File: src/hw/tcs_defs.svh
// Register offsets, field positions, reset values and masks of the timer sync block
`ifndef TCS_DEFS_SVH
`define TCS_DEFS_SVH
`define TCS_NCH 10
`define TCS_CW 16
`define TCS_AW 8
`define TCS_DW 32
`define TCS_OFF_START_A 8'h00
`define TCS_OFF_START_B 8'h04
`define TCS_OFF_SYNC_START 8'h08
`define TCS_OFF_SEL_A 8'h0c
`define TCS_OFF_SEL_B 8'h10
`define TCS_OFF_MODE 8'h14
`define TCS_OFF_STATUS 8'h18
`define TCS_OFF_DEAD_A 8'h1c
`define TCS_OFF_DEAD_B 8'h20
`define TCS_REGION_CNT 2'h1
`define TCS_REGION_CMPA 2'h2
`define TCS_REGION_PAIR 2'h3
`define TCS_PAIR_SLOT_D 3'h3
`define TCS_GRP_A_MASK 10'h21f
`define TCS_GRP_B_MASK 10'h0c0
`define TCS_START_A_MASK 10'h23f
`define TCS_MODE_PAIR0 0
`define TCS_MODE_PAIR1 1
`define TCS_MODE_IRQ4 2
`define TCS_MODE_IRQ7 3
`define TCS_STAT_UDF0 16
`define TCS_STAT_UDF1 17
`define TCS_CNT_MAX 16'hffff
`define TCS_CNT_RST 16'h0000
`define TCS_OUT_IDLE 3'h7
`endif

File: src/hw/tcs_pkg.sv
// Types and decode functions shared by the timer sync block
package tcs_pkg;
`include "tcs_defs.svh"
    typedef logic [`TCS_CW-1:0] tcs_word_t;
    typedef logic [`TCS_NCH-1:0] tcs_chmask_t;
    typedef enum logic [0:0] {
        TCS_DIR_UP = 1'b0,
        TCS_DIR_DOWN = 1'b1
    } tcs_dir_t;

    // Sync-start byte: bit 7 is channel 0, bit 0 is channel 7
    function automatic tcs_chmask_t tcs_sync_map(input logic [7:0] v);
        tcs_chmask_t m;
        m = '0;
        m[0] = v[7];
        m[1] = v[6];
        m[2] = v[5];
        m[3] = v[4];
        m[4] = v[3];
        m[9] = v[2];
        m[6] = v[1];
        m[7] = v[0];
        return m;
    endfunction

    // Channels that share a sync group with channel c (channel 5 has none)
    function automatic tcs_chmask_t tcs_group_of(input int c);
        tcs_chmask_t a;
        tcs_chmask_t b;
        a = `TCS_GRP_A_MASK;
        b = `TCS_GRP_B_MASK;
        if (a[c]) begin
            return a;
        end
        if (b[c]) begin
            return b;
        end
        return '0;
    endfunction
endpackage

File: src/hw/tcs_pair_if.sv
// Signals between the sync controller and one complementary PWM pair
`timescale 1ns/1ps
interface tcs_pair_if;
    logic run;
    logic [15:0] limit;
    logic [15:0] dead;
    logic [2:0] buf_wr;
    logic [15:0] buf_data;
    logic arm;
    logic [15:0] cnt_u;
    logic [15:0] cnt_l;
    logic underflow;
    logic [2:0] pos;
    logic [2:0] neg;
    modport ctrl (output run, limit, dead, buf_wr, buf_data, arm,
                  input cnt_u, cnt_l, underflow, pos, neg);
    modport pair (input run, limit, dead, buf_wr, buf_data, arm,
                  output cnt_u, cnt_l, underflow, pos, neg);
endinterface

File: src/hw/tcs_top.sv
// Timer channel sync controller: start, stop, sync set/clear, two complementary pairs
// Summary of operation
// - One sync-start write starts every selected channel on one cycle
// - Group A start bits for channels 0 to 2 start together
// - Sync set/clear only within group A (0-4,9) or group B (6,7)
// - Channel 5 never joins a sync set or clear
// - Sync-select A and B pick which channels join their group
// - Start A runs group A, start B group B; sync-start spans both
// - Sync-start can start channels 3/4 with channels 6/7
// - A clear on the same cycle as overflow wins; no overflow flag
// - Writing 1Bh to sync-start starts channels 3, 4, 6 and 7
// - Writing 81h to sync-start starts channels 0 and 7
// - Zero start bits in start A or B stop those counters
// - Stops through the two start registers are not simultaneous
// - On stop, upper pair counter takes dead time, lower goes to zero
// - Write to compare D of channel 4 or 7 arms that pair's transfer
// - Buffered duties move to compare registers at the trough
// - Phase duties U, V, W come from the three duty buffers
// - Positive phase low on up match, high on down match; negative opposite
// - Complementary outputs idle high, active low
// - Enabled channel 4 underflow pulse fires at every underflow
// - Both pairs together give six complementary phases
`timescale 1ns/1ps
`include "tcs_defs.svh"
module tcs_top (
    // Clock and reset
    input wire logic clock_i,
    input wire logic rstn_i,
    // Register port
    input wire logic [`TCS_AW-1:0] addr_i,
    input wire logic [`TCS_DW-1:0] wdata_i,
    input wire logic wr_i,
    input wire logic rd_i,
    output logic [`TCS_DW-1:0] rdata_o,
    // Complementary PWM outputs, phases U,V,W of pair 0 then pair 1
    output logic [5:0] pwm_pos_o,
    output logic [5:0] pwm_neg_o,
    // Underflow pulses
    output logic ch4_underflow_irq_o,
    output logic ch7_underflow_irq_o,
    // Channel running state
    output tcs_pkg::tcs_chmask_t run_o
);
    import tcs_pkg::*;

    // All state in one word
    typedef struct packed {
        tcs_chmask_t run;
        tcs_chmask_t sel;
        logic [3:0] mode;
        logic [17:0] status;
        tcs_word_t dead_a;
        tcs_word_t dead_b;
        logic [`TCS_NCH-1:0][15:0] cnt;
        logic [`TCS_NCH-1:0][15:0] cmpa;
        logic [`TCS_DW-1:0] rdata;
        logic irq4;
        logic irq7;
    } tcs_state_t;

    tcs_state_t st;
    tcs_state_t next_st;

    // One bundle per pair
    tcs_pair_if pif0 ();
    tcs_pair_if pif1 ();

    // Decoded register strobes
    logic wr_start_a;
    logic wr_start_b;
    logic wr_sync;
    logic wr_cnt;
    logic wr_cmpa;

    // Address fields
    logic [3:0] ch_idx;
    logic idx_ok;
    logic [1:0] region;
    logic pair_sel;
    logic [2:0] pair_slot;

    // Sync clear
    tcs_chmask_t comp_ch;
    tcs_chmask_t clr_src;
    tcs_chmask_t clr;
    logic clr_grp_a;
    logic clr_grp_b;

    // Address slices
    assign region = addr_i[7:6];
    assign ch_idx = addr_i[5:2];
    assign idx_ok = (ch_idx < 4'(`TCS_NCH));
    assign pair_sel = addr_i[5];
    assign pair_slot = addr_i[4:2];

    // Strobes
    assign wr_start_a = wr_i && (addr_i == `TCS_OFF_START_A);
    assign wr_start_b = wr_i && (addr_i == `TCS_OFF_START_B);
    assign wr_sync = wr_i && (addr_i == `TCS_OFF_SYNC_START);

    // Index 10 and up is ignored
    assign wr_cnt = wr_i && (region == `TCS_REGION_CNT) && idx_ok;
    assign wr_cmpa = wr_i && (region == `TCS_REGION_CMPA) && idx_ok;

    // Channels owned by an enabled complementary pair
    always_comb begin
        comp_ch = '0;
        // Pair 0 channels
        comp_ch[3] = st.mode[`TCS_MODE_PAIR0];
        comp_ch[4] = st.mode[`TCS_MODE_PAIR0];
        // Pair 1 channels
        comp_ch[6] = st.mode[`TCS_MODE_PAIR1];
        comp_ch[7] = st.mode[`TCS_MODE_PAIR1];
    end

    // Clear sources: a running plain channel matching a nonzero compare A.
    // Pair channels are left out of sync clear since it upsets the up/down walk.
    always_comb begin
        // Zero compare A: no clear
        for (int c = 0; c < `TCS_NCH; c++) begin
            clr_src[c] = st.run[c] && !comp_ch[c] && (st.cmpa[c] != `TCS_CNT_RST)
                && (st.cnt[c] == st.cmpa[c]);
        end
    end

    // A selected source clears every selected member of its own group
    assign clr_grp_a = |(clr_src & st.sel & `TCS_GRP_A_MASK);
    assign clr_grp_b = |(clr_src & st.sel & `TCS_GRP_B_MASK);

    // Own source plus group clears
    assign clr = (clr_src | (st.sel & `TCS_GRP_A_MASK & {`TCS_NCH{clr_grp_a}})
        | (st.sel & `TCS_GRP_B_MASK & {`TCS_NCH{clr_grp_b}})) & ~comp_ch;

    // Pair 0 is channels 3/4, pair 1 is channels 6/7
    assign pif0.run = st.run[3] && st.run[4];
    assign pif0.limit = st.cmpa[3];
    assign pif0.dead = st.dead_a;
    assign pif0.buf_data = wdata_i[15:0];

    // Pair 1 from group B
    assign pif1.run = st.run[6] && st.run[7];
    assign pif1.limit = st.cmpa[6];
    assign pif1.dead = st.dead_b;
    assign pif1.buf_data = wdata_i[15:0];

    // Duty buffer slots U,V,W and the compare D arming write
    always_comb begin
        pif0.buf_wr = '0;
        pif1.buf_wr = '0;
        pif0.arm = 1'b0;
        pif1.arm = 1'b0;

        if (wr_i && (region == `TCS_REGION_PAIR)) begin
            // Slots 0-2: U, V, W
            for (int i = 0; i < 3; i++) begin
                if (pair_slot == 3'(i)) begin
                    pif0.buf_wr[i] = !pair_sel;
                    pif1.buf_wr[i] = pair_sel;
                end
            end
            // Compare D arms
            if (pair_slot == `TCS_PAIR_SLOT_D) begin
                pif0.arm = !pair_sel;
                pif1.arm = pair_sel;
            end
        end
    end

    // Channels 3 and 4
    tcs_pair u_pair0 (
        .clock_i (clock_i),
        .rstn_i (rstn_i),
        .pif (pif0.pair)
    );

    // Channels 6 and 7
    tcs_pair u_pair1 (
        .clock_i (clock_i),
        .rstn_i (rstn_i),
        .pif (pif1.pair)
    );

    // Next-state logic for run bits, counters, flags and read data
    always_comb begin
        tcs_chmask_t grp;
        tcs_chmask_t wmask;

        grp = '0;
        wmask = '0;
        next_st = st;
        // Pulses follow underflow
        next_st.irq4 = pif0.underflow && st.mode[`TCS_MODE_IRQ4];
        next_st.irq7 = pif1.underflow && st.mode[`TCS_MODE_IRQ7];

        // Start registers: start A writes group A's run bits plus channel 5, start B only group B's
        if (wr_start_a) begin
            wmask = `TCS_START_A_MASK;
            next_st.run = (st.run & ~wmask) | (wdata_i[9:0] & wmask);
        end
        if (wr_start_b) begin
            wmask = `TCS_GRP_B_MASK;
            next_st.run = (st.run & ~wmask) | (wdata_i[9:0] & wmask);
        end

        // Sync start only sets bits; both groups leave on the same edge
        if (wr_sync) begin
            next_st.run = st.run | tcs_sync_map(wdata_i[7:0]);
        end

        // Channel 5 has no select bit, so it never joins a group
        if (wr_i && (addr_i == `TCS_OFF_SEL_A)) begin
            wmask = `TCS_GRP_A_MASK;
            next_st.sel = (st.sel & ~wmask) | (wdata_i[9:0] & wmask);
        end
        if (wr_i && (addr_i == `TCS_OFF_SEL_B)) begin
            wmask = `TCS_GRP_B_MASK;
            next_st.sel = (st.sel & ~wmask) | (wdata_i[9:0] & wmask);
        end

        // Pair and pulse enables
        if (wr_i && (addr_i == `TCS_OFF_MODE)) begin
            next_st.mode = wdata_i[3:0];
        end

        // Dead times
        if (wr_i && (addr_i == `TCS_OFF_DEAD_A)) begin
            next_st.dead_a = wdata_i[15:0];
        end
        if (wr_i && (addr_i == `TCS_OFF_DEAD_B)) begin
            next_st.dead_b = wdata_i[15:0];
        end

        // Clear point or pair limit
        if (wr_cmpa) begin
            next_st.cmpa[ch_idx] = wdata_i[15:0];
        end

        // Status clears by writing ones; a set in the same cycle wins below
        if (wr_i && (addr_i == `TCS_OFF_STATUS)) begin
            next_st.status = st.status & ~wdata_i[17:0];
        end

        // Counter write: a selected channel sets its whole selected group
        if (wr_cnt) begin
            grp[ch_idx] = 1'b1;
            if (st.sel[ch_idx]) begin
                grp = tcs_group_of(int'(ch_idx)) & st.sel;
            end
        end

        // Write, then clear, then count
        for (int c = 0; c < `TCS_NCH; c++) begin
            if (grp[c] && !comp_ch[c]) begin
                next_st.cnt[c] = wdata_i[15:0];
            end else if (clr[c]) begin
                next_st.cnt[c] = `TCS_CNT_RST;
            end else if (st.run[c] && !comp_ch[c]) begin
                next_st.cnt[c] = st.cnt[c] + 16'h0001;
                if (st.cnt[c] == `TCS_CNT_MAX) begin
                    next_st.status[c] = 1'b1;
                end
            end
        end

        // Pair counters are owned by the pair logic while its mode is on
        if (st.mode[`TCS_MODE_PAIR0]) begin
            next_st.cnt[3] = pif0.cnt_u;
            next_st.cnt[4] = pif0.cnt_l;
        end

        if (st.mode[`TCS_MODE_PAIR1]) begin
            next_st.cnt[6] = pif1.cnt_u;
            next_st.cnt[7] = pif1.cnt_l;
        end

        // Flags hold until cleared
        if (pif0.underflow) begin
            next_st.status[`TCS_STAT_UDF0] = 1'b1;
        end
        if (pif1.underflow) begin
            next_st.status[`TCS_STAT_UDF1] = 1'b1;
        end

        // Read data stands for exactly the cycle after the strobe
        next_st.rdata = '0;
        if (rd_i) begin
            unique case (region)
                // Sync start reads zero
                2'h0: begin
                    unique case (addr_i)
                        `TCS_OFF_START_A: next_st.rdata = 32'(st.run & `TCS_START_A_MASK);
                        `TCS_OFF_START_B: next_st.rdata = 32'(st.run & `TCS_GRP_B_MASK);
                        `TCS_OFF_SEL_A: next_st.rdata = 32'(st.sel & `TCS_GRP_A_MASK);
                        `TCS_OFF_SEL_B: next_st.rdata = 32'(st.sel & `TCS_GRP_B_MASK);
                        `TCS_OFF_MODE: next_st.rdata = 32'(st.mode);
                        `TCS_OFF_STATUS: next_st.rdata = 32'(st.status);
                        `TCS_OFF_DEAD_A: next_st.rdata = 32'(st.dead_a);
                        `TCS_OFF_DEAD_B: next_st.rdata = 32'(st.dead_b);
                        default: next_st.rdata = '0;
                    endcase
                end
                // Pair counters lag a cycle
                `TCS_REGION_CNT: begin
                    if (idx_ok) begin
                        next_st.rdata = 32'(st.cnt[ch_idx]);
                    end
                end
                `TCS_REGION_CMPA: begin
                    if (idx_ok) begin
                        next_st.rdata = 32'(st.cmpa[ch_idx]);
                    end
                end
                `TCS_REGION_PAIR: next_st.rdata = '0; // Duty buffers are write only
            endcase
        end
    end

    // State register
    // Reset stops every channel
    always_ff @(posedge clock_i or negedge rstn_i) begin
        if (!rstn_i) begin
            st <= '0;
        end else begin
            st <= next_st;
        end
    end

    // Outputs; six phases come from the two pairs side by side
    assign rdata_o = st.rdata;

    // Phases from pair flip-flops
    assign pwm_pos_o = {pif1.pos, pif0.pos};
    assign pwm_neg_o = {pif1.neg, pif0.neg};
    // One-cycle pulses
    assign ch4_underflow_irq_o = st.irq4;
    assign ch7_underflow_irq_o = st.irq7;
    assign run_o = st.run;
endmodule // tcs_top

File: src/hw/tcs_pair.sv
// One complementary PWM channel pair: up/down counter, trough transfer, three phases
`timescale 1ns/1ps
`include "tcs_defs.svh"
module tcs_pair (
    // Clock and reset
    input wire logic clock_i,
    input wire logic rstn_i,
    // Controller side
    tcs_pair_if.pair pif
);
    import tcs_pkg::*;

    typedef struct packed {
        tcs_word_t l;
        tcs_word_t u;
        tcs_dir_t dir;
        logic [2:0][15:0] bufr;
        logic [2:0][15:0] cmp;
        logic armed;
        logic udf;
        logic [2:0] pos;
        logic [2:0] neg;
    } tcs_pair_st_t;

    tcs_pair_st_t st;
    tcs_pair_st_t next_st;

    assign pif.cnt_u = st.u;
    assign pif.cnt_l = st.l;
    assign pif.underflow = st.udf;
    assign pif.pos = st.pos;
    assign pif.neg = st.neg;

    // Counter walk, buffer transfer at the trough and phase edges
    always_comb begin
        next_st = st;
        next_st.udf = 1'b0;
        for (int i = 0; i < 3; i++) begin
            if (pif.buf_wr[i]) begin
                next_st.bufr[i] = pif.buf_data;
            end
        end
        if (pif.arm) begin
            next_st.armed = 1'b1;
        end
        if (!pif.run) begin
            next_st.l = `TCS_CNT_RST;
            next_st.u = pif.dead;
            next_st.dir = TCS_DIR_UP;
            next_st.pos = `TCS_OUT_IDLE;
            next_st.neg = `TCS_OUT_IDLE;
        end else begin
            // Active low: up match drives positive low, down match drives it high
            for (int i = 0; i < 3; i++) begin
                if (st.l == st.cmp[i]) begin
                    next_st.pos[i] = (st.dir == TCS_DIR_DOWN);
                    next_st.neg[i] = (st.dir == TCS_DIR_UP);
                end
            end
            if (st.dir == TCS_DIR_UP) begin
                if (st.u >= pif.limit) begin
                    next_st.dir = TCS_DIR_DOWN;
                    next_st.l = st.l - 16'h0001;
                end else begin
                    next_st.l = st.l + 16'h0001;
                end
            end else if (st.l == `TCS_CNT_RST) begin
                // Trough: underflow, and the armed buffers move to compare
                next_st.udf = 1'b1;
                next_st.dir = TCS_DIR_UP;
                next_st.l = st.l + 16'h0001;
                if (st.armed || pif.arm) begin
                    next_st.cmp = st.bufr;
                    next_st.armed = 1'b0;
                end
            end else begin
                next_st.l = st.l - 16'h0001;
            end
            next_st.u = next_st.l + pif.dead;
        end
    end

    // State register
    always_ff @(posedge clock_i or negedge rstn_i) begin
        if (!rstn_i) begin
            st <= '{dir: TCS_DIR_UP, pos: `TCS_OUT_IDLE, neg: `TCS_OUT_IDLE, default: '0};
        end else begin
            st <= next_st;
        end
    end
endmodule // tcs_pair

File: config.mk
export PLATFORM = sky130hd
export DESIGN_NAME = tcs_top
export DESIGN_NICKNAME = d
export VERILOG_FILES = /design/src/hw/tcs_pkg.sv /design/src/hw/tcs_pair_if.sv /design/src/hw/tcs_top.sv /design/src/hw/tcs_pair.sv
export VERILOG_INCLUDE_DIRS = /design/src /design/src/hw
export SDC_FILE = /design/constraint.sdc
export NUM_CORES = 2
export LEC_CHECK = 0
export ABC_AREA = 1
export BUFFER_PORTS_ARGS = -buffer_cell sky130_fd_sc_hd__buf_2
export CORE_MARGIN = 2
export CORE_UTILIZATION = 40
export DETAILED_ROUTE_END_ITERATION = 16
export PLACE_DENSITY = 0.54
export SLEW_MARGIN = 0
export SYNTH_ARGS = -nofsm -noshare
export SYNTH_HDL_FRONTEND = slang
export SYNTH_SLANG_ARGS = --single-unit
File: constraint.sdc
create_clock -name clock_i -period 7.2 [get_ports clock_i]
set_input_delay 0 -clock clock_i [delete_from_list [all_inputs] [get_ports clock_i]]
set_output_delay 0 -clock clock_i [all_outputs]
set_load 0.05 [all_outputs]
==> flow_metrics.tcl <==
set metrics [dict create \
    status "completed" \
    crit_slowest_cell "o21ai_0" \
    start_util_pct 40.3 \
    firstDrtPassIters 9 \
    die_area_um2 111000 \
    setup_violations 0 \
    layout-drive-gt1-share_pct 8.44 \
    rsz0062_at_grt "false" \
    worst_slew_pin_slew_ps 1120 \
    first_global_vias 37300 \
    antenna_found_initial 8 \
    p_leak_nw 23.5 \
    synth-seq-cells 685 \
    die_h_um 332 \
    slew_headroom_pct 25.0 \
    overflow 0 \
    cts_buffers 83 \
    grt_first_pass_wirelength_um 255000 \
    async_flop_share_pct 100 \
    crit_fanout 13 \
    cts_sinks 685 \
    clockBufferDepth 3 \
    nets 5898 \
    min_period_ps 4550 \
    synth_cells 5870 \
    cts_resized 0 \
    crit_path_end_kind "flip-flop" \
    required_ps 7750 \
    timing.rr.end "u_pair1.pif.cnt_u[13]$_DFF_PN0_" \
    path_buf_inv 3 \
    ir_worst_vdd_mv 0.166 \
    period_share_pct 63.1 \
    wl_um 174000 \
    r2r_cells 22 \
    avgViaCountPerCell 5.60 \
    power_density_nw_per_um2 328 \
    drt_iter0_markers 4918 \
    htree_levels 3 \
    hold_violations 0 \
    timing.rr.start "pif1.limit[1]$_DFFE_PN0P_" \
    portBuffers 70 \
    synth_top_flop_cell "dfrtp_1" \
    critPathMaxStageDelay_ps 530 \
    routabilityCongestion 1.05 \
    rows 120 \
    grt_usage_pct 31.0 \
    max_freq_ghz 0.220 \
    syn_area_per_cell_um2 7.35 \
    drc 0 \
    cts_tree "yes" \
    grt_max_degree 166 \
    maxSlewViolCount 0 \
    cp-start-kind "flip-flop" \
    critPathArrivalTime_ps 5100 \
    crit_type "reg2reg" \
    netlist_area_um2 43200 \
    hp-class "in2async" \
    die_w_um 332 \
    tns_ps 0 \
    cp_common_cell "nand2_1" \
    clkLatencyLatePin_ps 690 \
    cts_root_buffer "clkbuf_16" \
    rrSetupSlack_ps 2650 \
    hpwl_um 125000 \
    wl_per_cell_um 24.1 \
    skew_ps 31.3 \
    io_pins 100 \
    power.total_mw 15.5 \
    cp_top_family "compound AO/OA/AOI/OAI gates" \
    path_clk_slew_ps 60 \
    synth_edf_count 0 \
    via_count 40600 \
    core_um2 107000 \
    syn_to_final_growth_pct 9.59 \
    synth-seq-area-share_pct 39.7 \
    ys_types 68 \
    maxCapViolCount 0 \
    path_cells "inv_1, ha_1, a21oi_1, o21ai_0, nand2_1, nand2_1, nand2_1, nand3_1, inv_1, nand2_1, nand3_1, nand2_1, inv_1, ha_1, nand3_1, nand3_1, a21oi_1, o21ai_0, a21oi_1, o21bai_1, xor2_1, o21ai_0" \
    ys_warn_count 0 \
    ant_nets 0 \
]
-- sequential cells by signal, indices dropped and copies added, names as in the netlist, 2 cells and up, named ones only --
name,count
pif1.dead,16
u_pair0.pif.pos,3
u_pair1.pif.cnt_l,16
u_pair0.pif.cnt_u,16
u_pair1.st,98
u_pair1.pif.pos,3
pif0.limit,16
u_pair0.st,98
rdata_o,18
st,315
pif0.dead,16
run_o,9
u_pair1.pif.neg,3
comp_ch,2
u_pair1.pif.cnt_u,16
pif1.limit,16
u_pair0.pif.cnt_l,16
u_pair0.pif.neg,3
-- report_power, final --
| part | internal [mW] | switching [mW] |
|---|---|---|
| sequential | 4.53 | 1.09 |
| combinational | 1.87 | 3.48 |
| clock | 2.66 | 1.89 |
-- tightest hold or removal path: cells and delay by family --
family | cells | cell delay [ps]
buffers and inverters | 3 | 1120
-- metal layers --
metal	routed length (um)	track usage, %
met1	76800	44.1
met2	72600	44.7
met3	15800	6.67
met4	9200	14.0
met5	0	0
-- cell families (layout without fill, tap and decap cells) --
| family | count (synthesis) | in the layout | share of synthesized area (%) |
|---|---|---|---|
| simple gates | 2741 | 2741 | 27.1 |
| xor+xnor | 271 | 271 | 5.50 |
| fa+ha+maj | 79 | 79 | 2.32 |
| buf+inv | 994 | 952 | 9.55 |
| flops | 685 | 685 | 39.7 |
| mux | 96 | 96 | 2.68 |
| compound gates | 1003 | 1003 | 13.1 |
| other cells | 1 | 19 | 0.00869 |
-- placed cells by master, fill, tap and decap left out, types with 37 or more instances in the layout --
master	n
mux2_2	76
clkbuf_16	83
buf_2	69
nor2_1	386
o22ai_1	124
nand2_1	1633
nor3_1	86
a21oi_1	93
nand3_1	377
xnor2_1	86
o21ai_0	638
xor2_1	185
nand4_1	109
nor4_1	37
buf_4	53
inv_1	615
dfrtp_1	673
ha_1	77
-- cell usage after synthesis (77+ instances only) --
cell type,instances,area [um^2]
xor2_1,185,1620
inv_1,615,2310
a21oi_1,93,465
nor3_1,86,430
xnor2_1,86,753
nand3_1,378,1890
nor2_1,387,1450
dfrtp_1,673,16800
ha_1,77,963
o22ai_1,124,776
nand2_1,1634,6130
o21ai_0,638,3190
nand4_1,109,682
clkbuf_1,193,724
-- final cells by class --
type | instances | area, um^2
fill | 11000 | 59700
multi-input combinational | 4205 | 21900
sequential | 685 | 17200
inverter | 652 | 2450
clock buffer | 112 | 2370
tap | 1403 | 1760
timing repair buffer | 148 | 1060
clock inverter | 40 | 563
antenna | 4 | 10.0
-- metrics by stage --
stage	setup slack, ps	cells	utilization (%)	cell area (um^2)	hold WS, ps
detailed placement	2640	7071	41.2	44100	63.0
global route	2190	7246	44.2	47300	81.3
floorplan	3540	5884	-	43200	-296
global placement	2600	7071	41.2	44100	57.6
CTS	2620	7245	44.2	47300	64.2
finish	2650	7249	44.2	47300	63.3
-- repair_timing --
action / CTS / global route
setup endpoints to repair: 0 / 0
hold buffers: 22 / 0
buffers inserted: 0 / 0
hold endpoints to repair: 209 / 0
-- how the worst max path moves through the flow --
stage                              startpoint                         endpoint  depth (start not counted)
2_1_floorplan  u_pair0.pif.cnt_l[0]$_DFF_PN0_  u_pair0.pif.cnt_u[12]$_DFF_PN0_                         22
3_3_place_gp        pif1.limit[1]$_DFFE_PN0P_  u_pair1.pif.cnt_u[13]$_DFF_PN0_                         22
3_5_place_dp        pif1.limit[1]$_DFFE_PN0P_  u_pair1.pif.cnt_u[13]$_DFF_PN0_                         22
4_1_cts             pif1.limit[1]$_DFFE_PN0P_  u_pair1.pif.cnt_u[13]$_DFF_PN0_                         22
5_1_grt             pif1.limit[1]$_DFFE_PN0P_  u_pair1.pif.cnt_u[13]$_DFF_PN0_                         22
6_report            pif1.limit[1]$_DFFE_PN0P_  u_pair1.pif.cnt_u[13]$_DFF_PN0_                         22
Power figures use the tool's default switching activity.
